File: src/spilp_pkg.sv
package spilp_pkg;
  localparam logic [7:0] SPILP_CR1_OFS  = 8'h00;
  localparam logic [7:0] SPILP_CR2_OFS  = 8'h04;
  localparam logic [7:0] SPILP_SR_OFS   = 8'h08;
  localparam logic [7:0] SPILP_DR_OFS   = 8'h0C;
  localparam logic [7:0] SPILP_CTRL_OFS = 8'h10;
  // Control register one and two bit positions
  localparam int SPILP_CR1_TEIE  = 5;
  localparam int SPILP_CR1_EN    = 6;
  localparam int SPILP_CR1_DIE   = 7;
  localparam int SPILP_CR1_MASTER_SELECT_BIT  = 4;
  localparam int SPILP_CR1_MFIE  = 3;
  localparam int SPILP_CR1_MFEN  = 2;
  localparam int SPILP_CR2_SWAI  = 1;
  // Status bit positions
  localparam int SPILP_SR_DONE   = 7;
  localparam int SPILP_SR_TXE    = 5;
  localparam int SPILP_SR_MODE_FAULT_FLAG   = 4;
  // Power control register bit positions
  localparam int SPILP_CTRL_WAIT = 0;
  localparam int SPILP_CTRL_STOP = 1;
  localparam logic [7:0] SPILP_CR1_RST = 8'h00;
  localparam logic [7:0] SPILP_CR2_RST = 8'h00;
  localparam logic [7:0] SPILP_DR_RST  = 8'h00;
  localparam logic [3:0] SPILP_BITS    = 4'h8;
  localparam logic [7:0] SPILP_HALF_DIV = 8'h04;
  localparam logic [1:0] SPILP_RESP_OK  = 2'h0;
  localparam logic [1:0] SPILP_RESP_ERR = 2'h2;

  typedef enum logic [1:0] {
    SPILP_IDLE  = 2'b00,
    SPILP_SHIFT = 2'b01,
    SPILP_DONE  = 2'b10
  } spilp_state_t;

  typedef struct packed {
    logic sck_o;
    logic sck_oe;
    logic mosi_o;
    logic mosi_oe;
    logic miso_o;
    logic miso_oe;
  } spilp_pins_t;
endpackage

File: src/spilp_core.sv
// The AXI4-Lite register port and the placing of the registers were left to the implementer.
`timescale 1ns/10ps
`default_nettype none
module spilp_core (
  input  wire logic                 aclk,          // Bus clock
  input  wire logic                 aresetn,       // Synchronous reset, low
  input  wire logic [7:0]           s_axi_awaddr,  // Write address
  input  wire logic                 s_axi_awvalid, // Write address valid
  output logic                      s_axi_awready, // Write address ready
  input  wire logic [31:0]          s_axi_wdata,   // Write data
  input  wire logic [3:0]           s_axi_wstrb,   // Byte enables
  input  wire logic                 s_axi_wvalid,  // Write data valid
  output logic                      s_axi_wready,  // Write data ready
  output logic [1:0]                s_axi_bresp,   // Write response
  output logic                      s_axi_bvalid,  // Write response valid
  input  wire logic                 s_axi_bready,  // Write response ready
  input  wire logic [7:0]           s_axi_araddr,  // Read address
  input  wire logic                 s_axi_arvalid, // Read address valid
  output logic                      s_axi_arready, // Read address ready
  output logic [31:0]               s_axi_rdata,   // Read data
  output logic [1:0]                s_axi_rresp,   // Read response
  output logic                      s_axi_rvalid,  // Read data valid
  input  wire logic                 s_axi_rready,  // Read data ready
  input  wire logic                 sck_i,         // Serial clock pin in
  input  wire logic                 mosi_i,        // Master-out pin in
  input  wire logic                 miso_i,        // Master-in pin in
  input  wire logic                 ss_n_i,        // Slave select, low
  output spilp_pkg::spilp_pins_t    pins,          // Pin drive and enables
  output logic                      irq            // Shared interrupt, high
);
  import spilp_pkg::*;

  logic [7:0]   cr1_q, cr2_q, dr_q, txbuf_q, sh_q;
  logic         txfull_q, done_q, txe_q, mode_fault_flag_q, mode_fault_flag_seen_q;
  logic         wait_q, stop_q, pend_q;
  logic [2:0]   sck_s, ss_s;
  logic [1:0]   mosi_s, miso_s;
  logic [3:0]   bit_q;
  logic [7:0]   div_q;
  logic         msck_q, lat_q;
  spilp_state_t st_q;
  logic         aw_q, w_q;
  logic [7:0]   awa_q;
  logic [31:0]  wd_q;

  wire master   = cr1_q[SPILP_CR1_MASTER_SELECT_BIT];
  wire enabled  = cr1_q[SPILP_CR1_EN];
  // Stop acts like wait with stop-on-wait set
  wire frozen   = stop_q | (wait_q & cr2_q[SPILP_CR2_SWAI]);
  wire sin      = master ? miso_s[1] : mosi_s[1];
  wire sck_rise = sck_s[1] & ~sck_s[2];
  wire sck_fall = ~sck_s[1] & sck_s[2];
  wire ss_low   = ~ss_s[1];

  // Two-stage synchronisers; stage two feeds logic, stage three only for edges
  always_ff @(posedge aclk) begin
    if (!aresetn) begin
      sck_s  <= 3'h0;
      ss_s   <= 3'h7;
      mosi_s <= 2'h0;
      miso_s <= 2'h0;
    end else begin
      sck_s  <= {sck_s[1:0], sck_i};
      ss_s   <= {ss_s[1:0], ss_n_i};
      mosi_s <= {mosi_s[0], mosi_i};
      miso_s <= {miso_s[0], miso_i};
    end
  end

  // Register bus
  wire wr_go = aw_q & w_q & ~s_axi_bvalid;
  wire rd_go = s_axi_arvalid & ~s_axi_rvalid;
  wire mfault = enabled & master & cr1_q[SPILP_CR1_MFEN] & ss_low;
  wire cr1_wr = wr_go && awa_q == SPILP_CR1_OFS;
  wire dr_wr  = wr_go && awa_q == SPILP_DR_OFS;
  wire sr_rd  = rd_go && s_axi_araddr == SPILP_SR_OFS;
  wire dr_rd  = rd_go && s_axi_araddr == SPILP_DR_OFS;
  wire start  = (st_q == SPILP_IDLE) & txfull_q & enabled & master & ~frozen & ~mfault;
  wire slv_go = (st_q == SPILP_IDLE) & enabled & ~master & ss_low;
  wire last   = (st_q == SPILP_SHIFT) & (bit_q == SPILP_BITS) & ~lat_q;
  wire finish = (st_q == SPILP_DONE) & ~(frozen & ~master);

  assign s_axi_awready = ~aw_q;
  assign s_axi_wready  = ~w_q;
  assign s_axi_arready = ~s_axi_rvalid;
  assign s_axi_bresp   = SPILP_RESP_OK;

  always_ff @(posedge aclk) begin
    if (!aresetn) begin
      aw_q <= 1'b0;
      w_q  <= 1'b0;
      awa_q <= 8'h00;
      wd_q <= 32'h0;
      s_axi_bvalid <= 1'b0;
    end else begin
      if (s_axi_awvalid && !aw_q) begin
        aw_q  <= 1'b1;
        awa_q <= s_axi_awaddr;
      end
      if (s_axi_wvalid && !w_q) begin
        w_q  <= 1'b1;
        wd_q <= s_axi_wstrb[0] ? s_axi_wdata : 32'h0;
      end
      if (wr_go) begin
        aw_q <= 1'b0;
        w_q  <= 1'b0;
        s_axi_bvalid <= 1'b1;
      end else if (s_axi_bready) begin
        s_axi_bvalid <= 1'b0;
      end
    end
  end

  always_ff @(posedge aclk) begin
    if (!aresetn) begin
      s_axi_rvalid <= 1'b0;
      s_axi_rdata  <= 32'h0;
      s_axi_rresp  <= SPILP_RESP_OK;
    end else if (rd_go) begin
      s_axi_rvalid <= 1'b1;
      s_axi_rresp  <= SPILP_RESP_OK;
      case (s_axi_araddr)
        SPILP_CR1_OFS:  s_axi_rdata <= {24'h0, cr1_q};
        SPILP_CR2_OFS:  s_axi_rdata <= {24'h0, cr2_q};
        SPILP_SR_OFS:   s_axi_rdata <= {24'h0, done_q, 1'b0, txe_q, mode_fault_flag_q, 4'h0};
        SPILP_DR_OFS:   s_axi_rdata <= {24'h0, dr_q};
        SPILP_CTRL_OFS: s_axi_rdata <= {30'h0, stop_q, wait_q};
        default: begin
          s_axi_rdata <= 32'h0;
          s_axi_rresp <= SPILP_RESP_ERR;
        end
      endcase
    end else if (s_axi_rready) begin
      s_axi_rvalid <= 1'b0;
    end
  end

  // Control and power registers; mode fault clears the master bit
  always_ff @(posedge aclk) begin
    if (!aresetn) begin
      cr1_q  <= SPILP_CR1_RST;
      cr2_q  <= SPILP_CR2_RST;
      wait_q <= 1'b0;
      stop_q <= 1'b0;
    end else begin
      if (cr1_wr)
        cr1_q <= wd_q[7:0];
      if (wr_go && awa_q == SPILP_CR2_OFS)
        cr2_q <= wd_q[7:0];
      if (wr_go && awa_q == SPILP_CTRL_OFS) begin
        wait_q <= wd_q[SPILP_CTRL_WAIT];
        stop_q <= wd_q[SPILP_CTRL_STOP];
      end
      if (mfault)
        cr1_q[SPILP_CR1_MASTER_SELECT_BIT] <= 1'b0;
    end
  end

  // Transmit buffer; stale byte may go out before first write
  always_ff @(posedge aclk) begin
    if (!aresetn) begin
      txbuf_q  <= SPILP_DR_RST;
      txfull_q <= 1'b0;
    end else begin
      if (dr_wr) begin
        txbuf_q  <= wd_q[7:0];
        txfull_q <= 1'b1;
      end else if (start || slv_go) begin
        txfull_q <= 1'b0;
      end
    end
  end

  // Shift engine: frozen master holds state, slave follows external clock
  always_ff @(posedge aclk) begin
    if (!aresetn) begin
      st_q   <= SPILP_IDLE;
      sh_q   <= 8'h00;
      bit_q  <= 4'h0;
      div_q  <= 8'h00;
      msck_q <= 1'b0;
      lat_q  <= 1'b0;
    end else begin
      case (st_q)
        SPILP_IDLE: begin
          if (start || slv_go) begin
            st_q  <= SPILP_SHIFT;
            // Slave with no new byte echoes what it last received
            sh_q  <= txfull_q ? txbuf_q : sh_q;
            bit_q <= 4'h0;
            div_q <= 8'h00;
            lat_q <= 1'b0;
          end
        end
        SPILP_SHIFT: begin
          if (mfault) begin
            st_q   <= SPILP_IDLE;
            msck_q <= 1'b0;
          end else if (last) begin
            st_q <= SPILP_DONE;
            msck_q <= 1'b0;
          end else if (master) begin
            if (!frozen) begin
              if (div_q == SPILP_HALF_DIV - 8'h01) begin
                div_q  <= 8'h00;
                msck_q <= ~msck_q;
                if (!msck_q) begin
                  lat_q <= 1'b1;
                  sh_q  <= {sh_q[6:0], sin};
                  bit_q <= bit_q + 4'h1;
                end else begin
                  lat_q <= 1'b0;
                end
              end else begin
                div_q <= div_q + 8'h01;
              end
            end
          end else begin
            if (sck_rise) begin
              lat_q <= 1'b1;
              sh_q  <= {sh_q[6:0], sin};
              bit_q <= bit_q + 4'h1;
            end else if (sck_fall || (bit_q == SPILP_BITS && lat_q)) begin
              lat_q <= 1'b0;
            end
            if (ss_s[1])
              st_q <= SPILP_IDLE;
          end
        end
        SPILP_DONE: begin
          if (finish)
            st_q <= SPILP_IDLE;
        end
        default: st_q <= SPILP_IDLE;
      endcase
    end
  end

  // Completion: done flag and data copy, skipped if flag still pending
  always_ff @(posedge aclk) begin
    if (!aresetn) begin
      dr_q   <= SPILP_DR_RST;
      done_q <= 1'b0;
      pend_q <= 1'b0;
    end else begin
      if (sr_rd && done_q)
        pend_q <= 1'b1;
      if (finish && !done_q) begin
        done_q <= 1'b1;
        dr_q   <= sh_q;
      end else if (dr_rd && pend_q) begin
        done_q <= 1'b0;
        pend_q <= 1'b0;
      end
    end
  end

  // Tx empty set wins over its clear by a data write
  always_ff @(posedge aclk) begin
    if (!aresetn) begin
      txe_q <= 1'b1;
    end else if (start || slv_go) begin
      txe_q <= 1'b1;
    end else if (dr_wr) begin
      txe_q <= 1'b0;
    end
  end

  always_ff @(posedge aclk) begin
    if (!aresetn) begin
      mode_fault_flag_q      <= 1'b0;
      mode_fault_flag_seen_q <= 1'b0;
    end else if (mfault) begin
      mode_fault_flag_q <= 1'b1;
    end else if (sr_rd && mode_fault_flag_q) begin
      mode_fault_flag_seen_q <= 1'b1;
    end else if (cr1_wr && mode_fault_flag_seen_q) begin
      mode_fault_flag_q      <= 1'b0;
      mode_fault_flag_seen_q <= 1'b0;
    end
  end

  // Pin drive; mode fault drops the sck and mosi output enables
  always_ff @(posedge aclk) begin
    if (!aresetn) begin
      pins <= '0;
    end else begin
      pins.sck_o   <= msck_q;
      pins.sck_oe  <= enabled & master & ~mfault;
      if (!msck_q)
        pins.mosi_o <= sh_q[7]; // Moves only while clock low, so the far side latches a settled bit
      pins.mosi_oe <= enabled & master & ~mfault;
      pins.miso_o  <= sh_q[7];
      pins.miso_oe <= enabled & ~master & ss_low;
    end
  end

  always_ff @(posedge aclk) begin
    if (!aresetn)
      irq <= 1'b0;
    else
      irq <= (mode_fault_flag_q & cr1_q[SPILP_CR1_MFIE]) | (done_q & cr1_q[SPILP_CR1_DIE]) |
             (txe_q & cr1_q[SPILP_CR1_TEIE]);
  end
endmodule
`default_nettype wire

File: config.mk
export PLATFORM = sky130hd
export DESIGN_NAME = spilp_core
export DESIGN_NICKNAME = d
export VERILOG_FILES = /design/src/spilp_pkg.sv /design/src/spilp_core.sv
export SDC_FILE = /design/constraint.sdc
export NUM_CORES = 1
export LEC_CHECK = 0
export BUFFER_PORTS_ARGS = -buffer_cell sky130_fd_sc_hd__buf_2
export CORE_MARGIN = 2
export CORE_UTILIZATION = 51
export CTS_CLUSTER_SIZE = 24
export DETAILED_ROUTE_END_ITERATION = 16
export PLACE_DENSITY = 0.79
export SLEW_MARGIN = 20
export SYNTH_ARGS = -nofsm -noshare
export SYNTH_HDL_FRONTEND = slang
export SYNTH_SLANG_ARGS = --single-unit
File: constraint.sdc
create_clock -name aclk -period 2.4 [get_ports aclk]
set_clock_uncertainty 0.1 [all_clocks]
set_input_delay 0.48 -clock aclk [delete_from_list [all_inputs] [get_ports aclk]]
set_output_delay 0.48 -clock aclk [all_outputs]
set_load 0.02 [all_outputs]
== Word-level counts from Yosys, hierarchy flattened ==
Index checks and enable logic that the tools add are counted.

* $add $sub $neg: 2
* Equality and inequality tests: 27
* Mux-type cells: 66
* Bitwise logic cells: 44
* Reductions and logical operators: 43

{| class="wikitable"
|+ Operators with widths
! cell !! number
|-
| $mux 8 || 16
|-
| $pmux 8 s5 || 1
|-
| $mux 4 || 8
|-
| $pmux 8 s2 || 2
|-
| $mux 1 || 29
|-
| $and 1x1->1 || 27
|-
| $eq 8x4->1 const B || 3
|-
| $eq 8x3->1 const B || 2
|-
| $eq 8x5->1 const B || 2
|-
| $logic_not 8->1 || 2
|-
| $logic_and 1x1->1 || 14
|-
| $mux 2 || 7
|-
| $ne 2x2->1 const B || 7
|-
| $not 1->1 || 14
|-
| $reduce_bool 2->1 || 7
|-
| $ne 3x3->1 const B || 3
|-
| $reduce_and 9->1 || 1
|-
| $add 8x1->8 const B || 1
|-
| $eq 8x2->1 const B || 1
|-
| $ne 4x4->1 const B || 2
|-
| $pmux 4 s2 || 1
|-
| $reduce_and 4->1 || 2
|-
| $reduce_and 8->1 || 1
|-
| $reduce_and 7->1 || 1
|-
| 19 further kinds || 28
|}

* Flip-flop bits (word level): 133
* Input port bits: 63
* Word-level logic and storage cells: 219

== Longest topological paths before layout ==
* Word-level depth: 9
* Depth in mapped cells: 9
* Mapped depth without buffers: 8

== Least setup slack after synthesis ==
OpenSTA, ideal clock, no wires.

* Path kind: register -> register
* Start: reg div_q[3]
* End: reg bit_q[3]
* Library setup time: 0.070 ns
* Arrival: 1.961 ns
* Required time: 2.230 ns
* Path slack: 0.268 ns
* Stages on the path, launching flop included: 8
* Buffers on the path: 1
* Period minus slack after synthesis: 2.132 ns
* Cell sequence: dfxtp_1 or3_1 or4_1 buf_2 nor3_4 o311ai_2 or3_1 a21oi_1

* Cells in the longest elaborated chain, start to end: 3

{| class="wikitable"
|+ RTL lines
! element !! line !! RTL
|-
| from (decl) || spilp_core.sv:39 || <nowiki>logic [7:0] div_q;</nowiki>
|-
| from (signal assigned) || spilp_core.sv:215 || <nowiki>div_q <= div_q + 8'h01;</nowiki>
|-
| $eq 8x2->1 || spilp_core.sv:204 || <nowiki>if (div_q == SPILP_HALF_DIV - 8'h01) begin</nowiki>
|-
| $ne 3x2->1 (no line) || - ||
|-
| $reduce_and 8->1 (no line) || - ||
|-
| to (signal assigned) || spilp_core.sv:210 || <nowiki>bit_q <= bit_q + 4'h1;</nowiki>
|-
| to (signal assigned) || spilp_core.sv:222 || <nowiki>bit_q <= bit_q + 4'h1;</nowiki>
|-
| to (decl) || spilp_core.sv:38 || <nowiki>logic [3:0] bit_q;</nowiki>
|}

Every way passes these cells.
A chain may end at the register's enable or synchronous reset.

== Final worst setup path ==
* Start: reg cr2_q[1]
* End: reg bit_q[3]

* Cells in the longest elaborated chain, start to end: 8
* Elaborated cells on any way between the ends: 9

{| class="wikitable"
|+ RTL lines
! element !! line !! RTL
|-
| from (decl) || spilp_core.sv:33 || <nowiki>logic [7:0] cr1_q, cr2_q, dr_q, txbuf_q, sh_q;</nowiki>
|-
| from (signal assigned) || spilp_core.sv:149 || <nowiki>cr2_q <= wd_q[7:0];</nowiki>
|-
| $and 1x1->1 * || spilp_core.sv:49 || <nowiki>wire frozen = stop_q | (wait_q & cr2_q[SPILP_CR2_SWAI]);</nowiki>
|-
| $or 1x1->1 * || spilp_core.sv:49 ||
|-
| $not 1->1 || spilp_core.sv:78 || <nowiki>wire start = (st_q == SPILP_IDLE) & txfull_q & enabled & master & ~frozen & ~mfault;</nowiki>
|-
| $and 1x1->1 (2 in series) || spilp_core.sv:78 ||
|-
| $logic_or 1x1->1 || spilp_core.sv:186 || <nowiki>if (start || slv_go) begin</nowiki>
|-
| $ne 2x1->1 (no line) || - ||
|-
| $reduce_and 8->1 (no line) * || - ||
|}

Every way passes the cells marked *; elsewhere a longest branch is shown, timed or not.

==> flow_metrics.py <==
metrics = {
    "timing": {
        "hold_slack_ns": 0.198,
        "tns_ns": 0,
        "worst_slew_pin_slew_ns": 0.534,
        "final_max_slew_viol_count": 0,
        "setup_slack_ns": 0.115,
        "final_hold_viol_count": 0,
        "finalSetupViolCount": 0,
        "period_share_pct": 95.2,
        "fmax_mhz": 438,
        "max_slew_margin_pct": 64.4,
        "period_needed_ns": 2.29,
    },
    "detailed_routing": {
        "wire_per_inst_um": 13.6,
        "drt-initial-drc-count": 156,
        "num_vias": 3869,
        "wirelength_mm": 10.1,
        "first_pass_iters": 4,
        "drc_errors": 0,
        "drtAntennaViolNets": 0,
        "viasPerCell": 5.19,
    },
    "placed_design": {
        "place_ws_ns": 0.0932,
        "dpl_cell_area_um2": 5280,
        "place_inst": 729,
        "io_buffer_count": 56,
        "place_hpwl_mm": 7.51,
        "gp_congestion": 0.844,
    },
    "clock_network": {
        "tritoncts": "built",
        "root_buffer": "clkbuf_8",
        "numCtsBuffers": 9,
        "cts.clk_slew.worst_paths_ns": 0.10,
        "cts.path.max_buffers": 2,
        "cts.sinks": 108,
        "htreeDepth": 3,
        "clk_latency_ns": 0.38,
    },
    "synthesis": {
        "yosys_warnings": 0,
        "synth.avg_cell_area_um2": 8.86,
        "syn_area_um2": 4880,
        "async_reset_ff_share_pct": 0,
        "synth-seq-cells": 108,
        "yosysTopAreaCell": "dfxtp_1",
        "yosysUniqueCellTypes": 50,
        "ys_seq_area_share_pct": 44.3,
        "synthTopCellsByArea": "dfxtp_1 (44%), mux2i_1 (9.6%), nor2b_1 (6.4%)",
        "synth_edf_count": 0,
        "ys.flop_type": "dfxtp_1",
        "yosysTopAreaCellShare_pct": 44.3,
        "netlist_instances": 551,
    },
    "cells_and_area": {
        "nFillCells": 808,
        "nets": 677,
        "multi_input_comb_area_um2": 2470,
        "layout.cells.non_filler": 745,
        "final_util_pct": 59.6,
        "drive_gt1_share_pct": 17.4,
        "final_common_cell": "dfxtp_1",
        "layout_common_cells": "dfxtp_1 (108), nand2_1 (76), buf_2 (56)",
        "syn2layout_area_growth_pct": 12.9,
        "fin_area_um2": 5510,
        "num_antenna_cells": 0,
        "seqCellArea_um2": 2160,
    },
    "critical_path": {
        "worstSetupPathType": "reg -> reg",
        "path_max_fanout": 7,
        "rrSetupSlack_ns": 0.11,
        "start_kind": "flop",
        "worstSetupEndpointType": "flop",
        "crit_required_ns": 2.61,
        "cp.arrival_ns": 2.50,
    },
    "grt": {
        "grt_pass1_wl_mm": 16.8,
        "gr-max-usage-layer": "met2",
        "grt-ovfl-total": 0,
        "grt_start_max_net_pins": 37,
        "antenna_found_initial": 0,
        "grt_pass1_vias": 3620,
        "met1_usage_pct": 25.1,
        "use_met3_pct": 5.54,
        "grt.total_usage_pct": 20.5,
        "use_met2_pct": 34.1,
    },
    "power": {
        "leakagePower_nw": 2.25,
        "power_density_nw_per_um2": 583,
        "ir_drop_v": 0.000386,
        "swShare_pct": 25.2,
        "pwr-share-clk_pct": 35.7,
        "p_int_mw": 2.40,
        "seq_power_share_pct": 57.3,
        "switchingPower_mw": 0.809,
        "power_mw": 3.21,
        "p_comb_share_pct": 6.9,
    },
    "worst_hold_path": {
        "hold_class": "in -> reg",
    },
    "floorplanning": {
        "fp.dieH_um": 102,
        "fp.dieW_um": 102,
        "design.die.area_um2": 10400,
        "boundaryPins": 111,
        "core_um2": 9240,
        "start_util_pct": 52.8,
        "placementRows": 35,
    },
    "outcome": {
        "status": "finished clean",
    },
    "job": {
        "max-cap-violations": 0,
    },
}
==> cells in the mapped netlist (all sizes together), types with 4 or more instances <==
cell,count
o21ai,34
dfxtp,108
or3,4
nand3,23
nor3b,7
nand2,76
buf,35
nor2b,50
mux2i,47
and3,7
nor2,25
inv,15
and2,13
nand2b,8
a21boi,14
nand4,4
o211ai,4
a21oi,17
a31oi,5
clkbuf,19
==> power by group through the flow <==
| stage | clock (mW) | combinational [mW] | sequential, mW |
|---|---|---|---|
| after floorplan | 0 | 0.187 | 1.88 |
| after global placement | 0 | 0.217 | 1.88 |
| after detailed placement | 0 | 0.221 | 1.88 |
| after CTS | 1.18 | 0.221 | 1.84 |
| after global routing | 1.24 | 0.246 | 1.85 |
| final | 1.15 | 0.223 | 1.84 |
==> registers in the layout, indices dropped and copies added (netlist names), 2 cells and up <==
register     count
sck_s            3
wd_q             8
st_q             2
ss_s             2
dr_q             8
miso_s           2
txbuf_q          8
cr2_q            8
mosi_s           2
sh_q             8
cr1_q            8
s_axi_rdata      8
div_q            8
pins             5
bit_q            4
awa_q            8
==> cell families after synthesis <==
group                    after synthesis  share of synthesized area, %
AO/OA/AOI/OAI                         86                          11.1
XOR/XNOR                               2                         0.359
adder cells (fa/ha/maj)                3                         0.769
buffers and inverters                 69                          7.62
flip-flops                           108                          44.3
multiplexers                          50                          11.0
other                                  1                        0.0768
AND/OR/NAND/NOR                      232                          24.8
==> layer usage <==
layer / wire length, um / part of all wire, %
met5: 0 / 0
met4: 203 / 2.0
met3: 591 / 5.8
met2: 4870 / 48
met1: 4450 / 44
==> critical path, cell delays in order, from the launching register on <==
cell,delay (ns)
dfxtp_1,0.35
a21oi_1,0.46
nand4_1,0.15
o21ai_1,0.37
o311ai_2,0.26
or3_1,0.40
a21oi_1,0.13
==> worst paths after layout <==
path	startpoint	endpoint	depth (start not counted)
hold / removal	ss_n_i	ss_s[0]$_SDFF_PN1_	2
setup / recovery	cr2_q[1]$_SDFFE_PN0P_	bit_q[3]$_SDFFE_PN0P_	6
hold reg to reg	ss_s[0]$_SDFF_PN1_	ss_s[1]$_SDFF_PN1_	1
setup reg to reg	cr2_q[1]$_SDFFE_PN0P_	bit_q[3]$_SDFFE_PN0P_	6
==> final cells by class <==
type | count | share of cell area [%]
Clock inverter | 7 | 1.45
Sequential cell | 108 | 39.3
Inverter | 15 | 1.02
Timing Repair Buffer | 77 | 8.25
Clock buffer | 9 | 2.25
Multi-Input combinational cell | 400 | 44.8
Tap cell | 129 | 2.93
==> timing repair <==
item,in CTS,in global routing
hold buffers,0,0
gates resized for setup,0,6
setup buffers,0,0
endpoints found under the setup margin,0,24
Note: power is estimated with default switching activity, not from simulation.
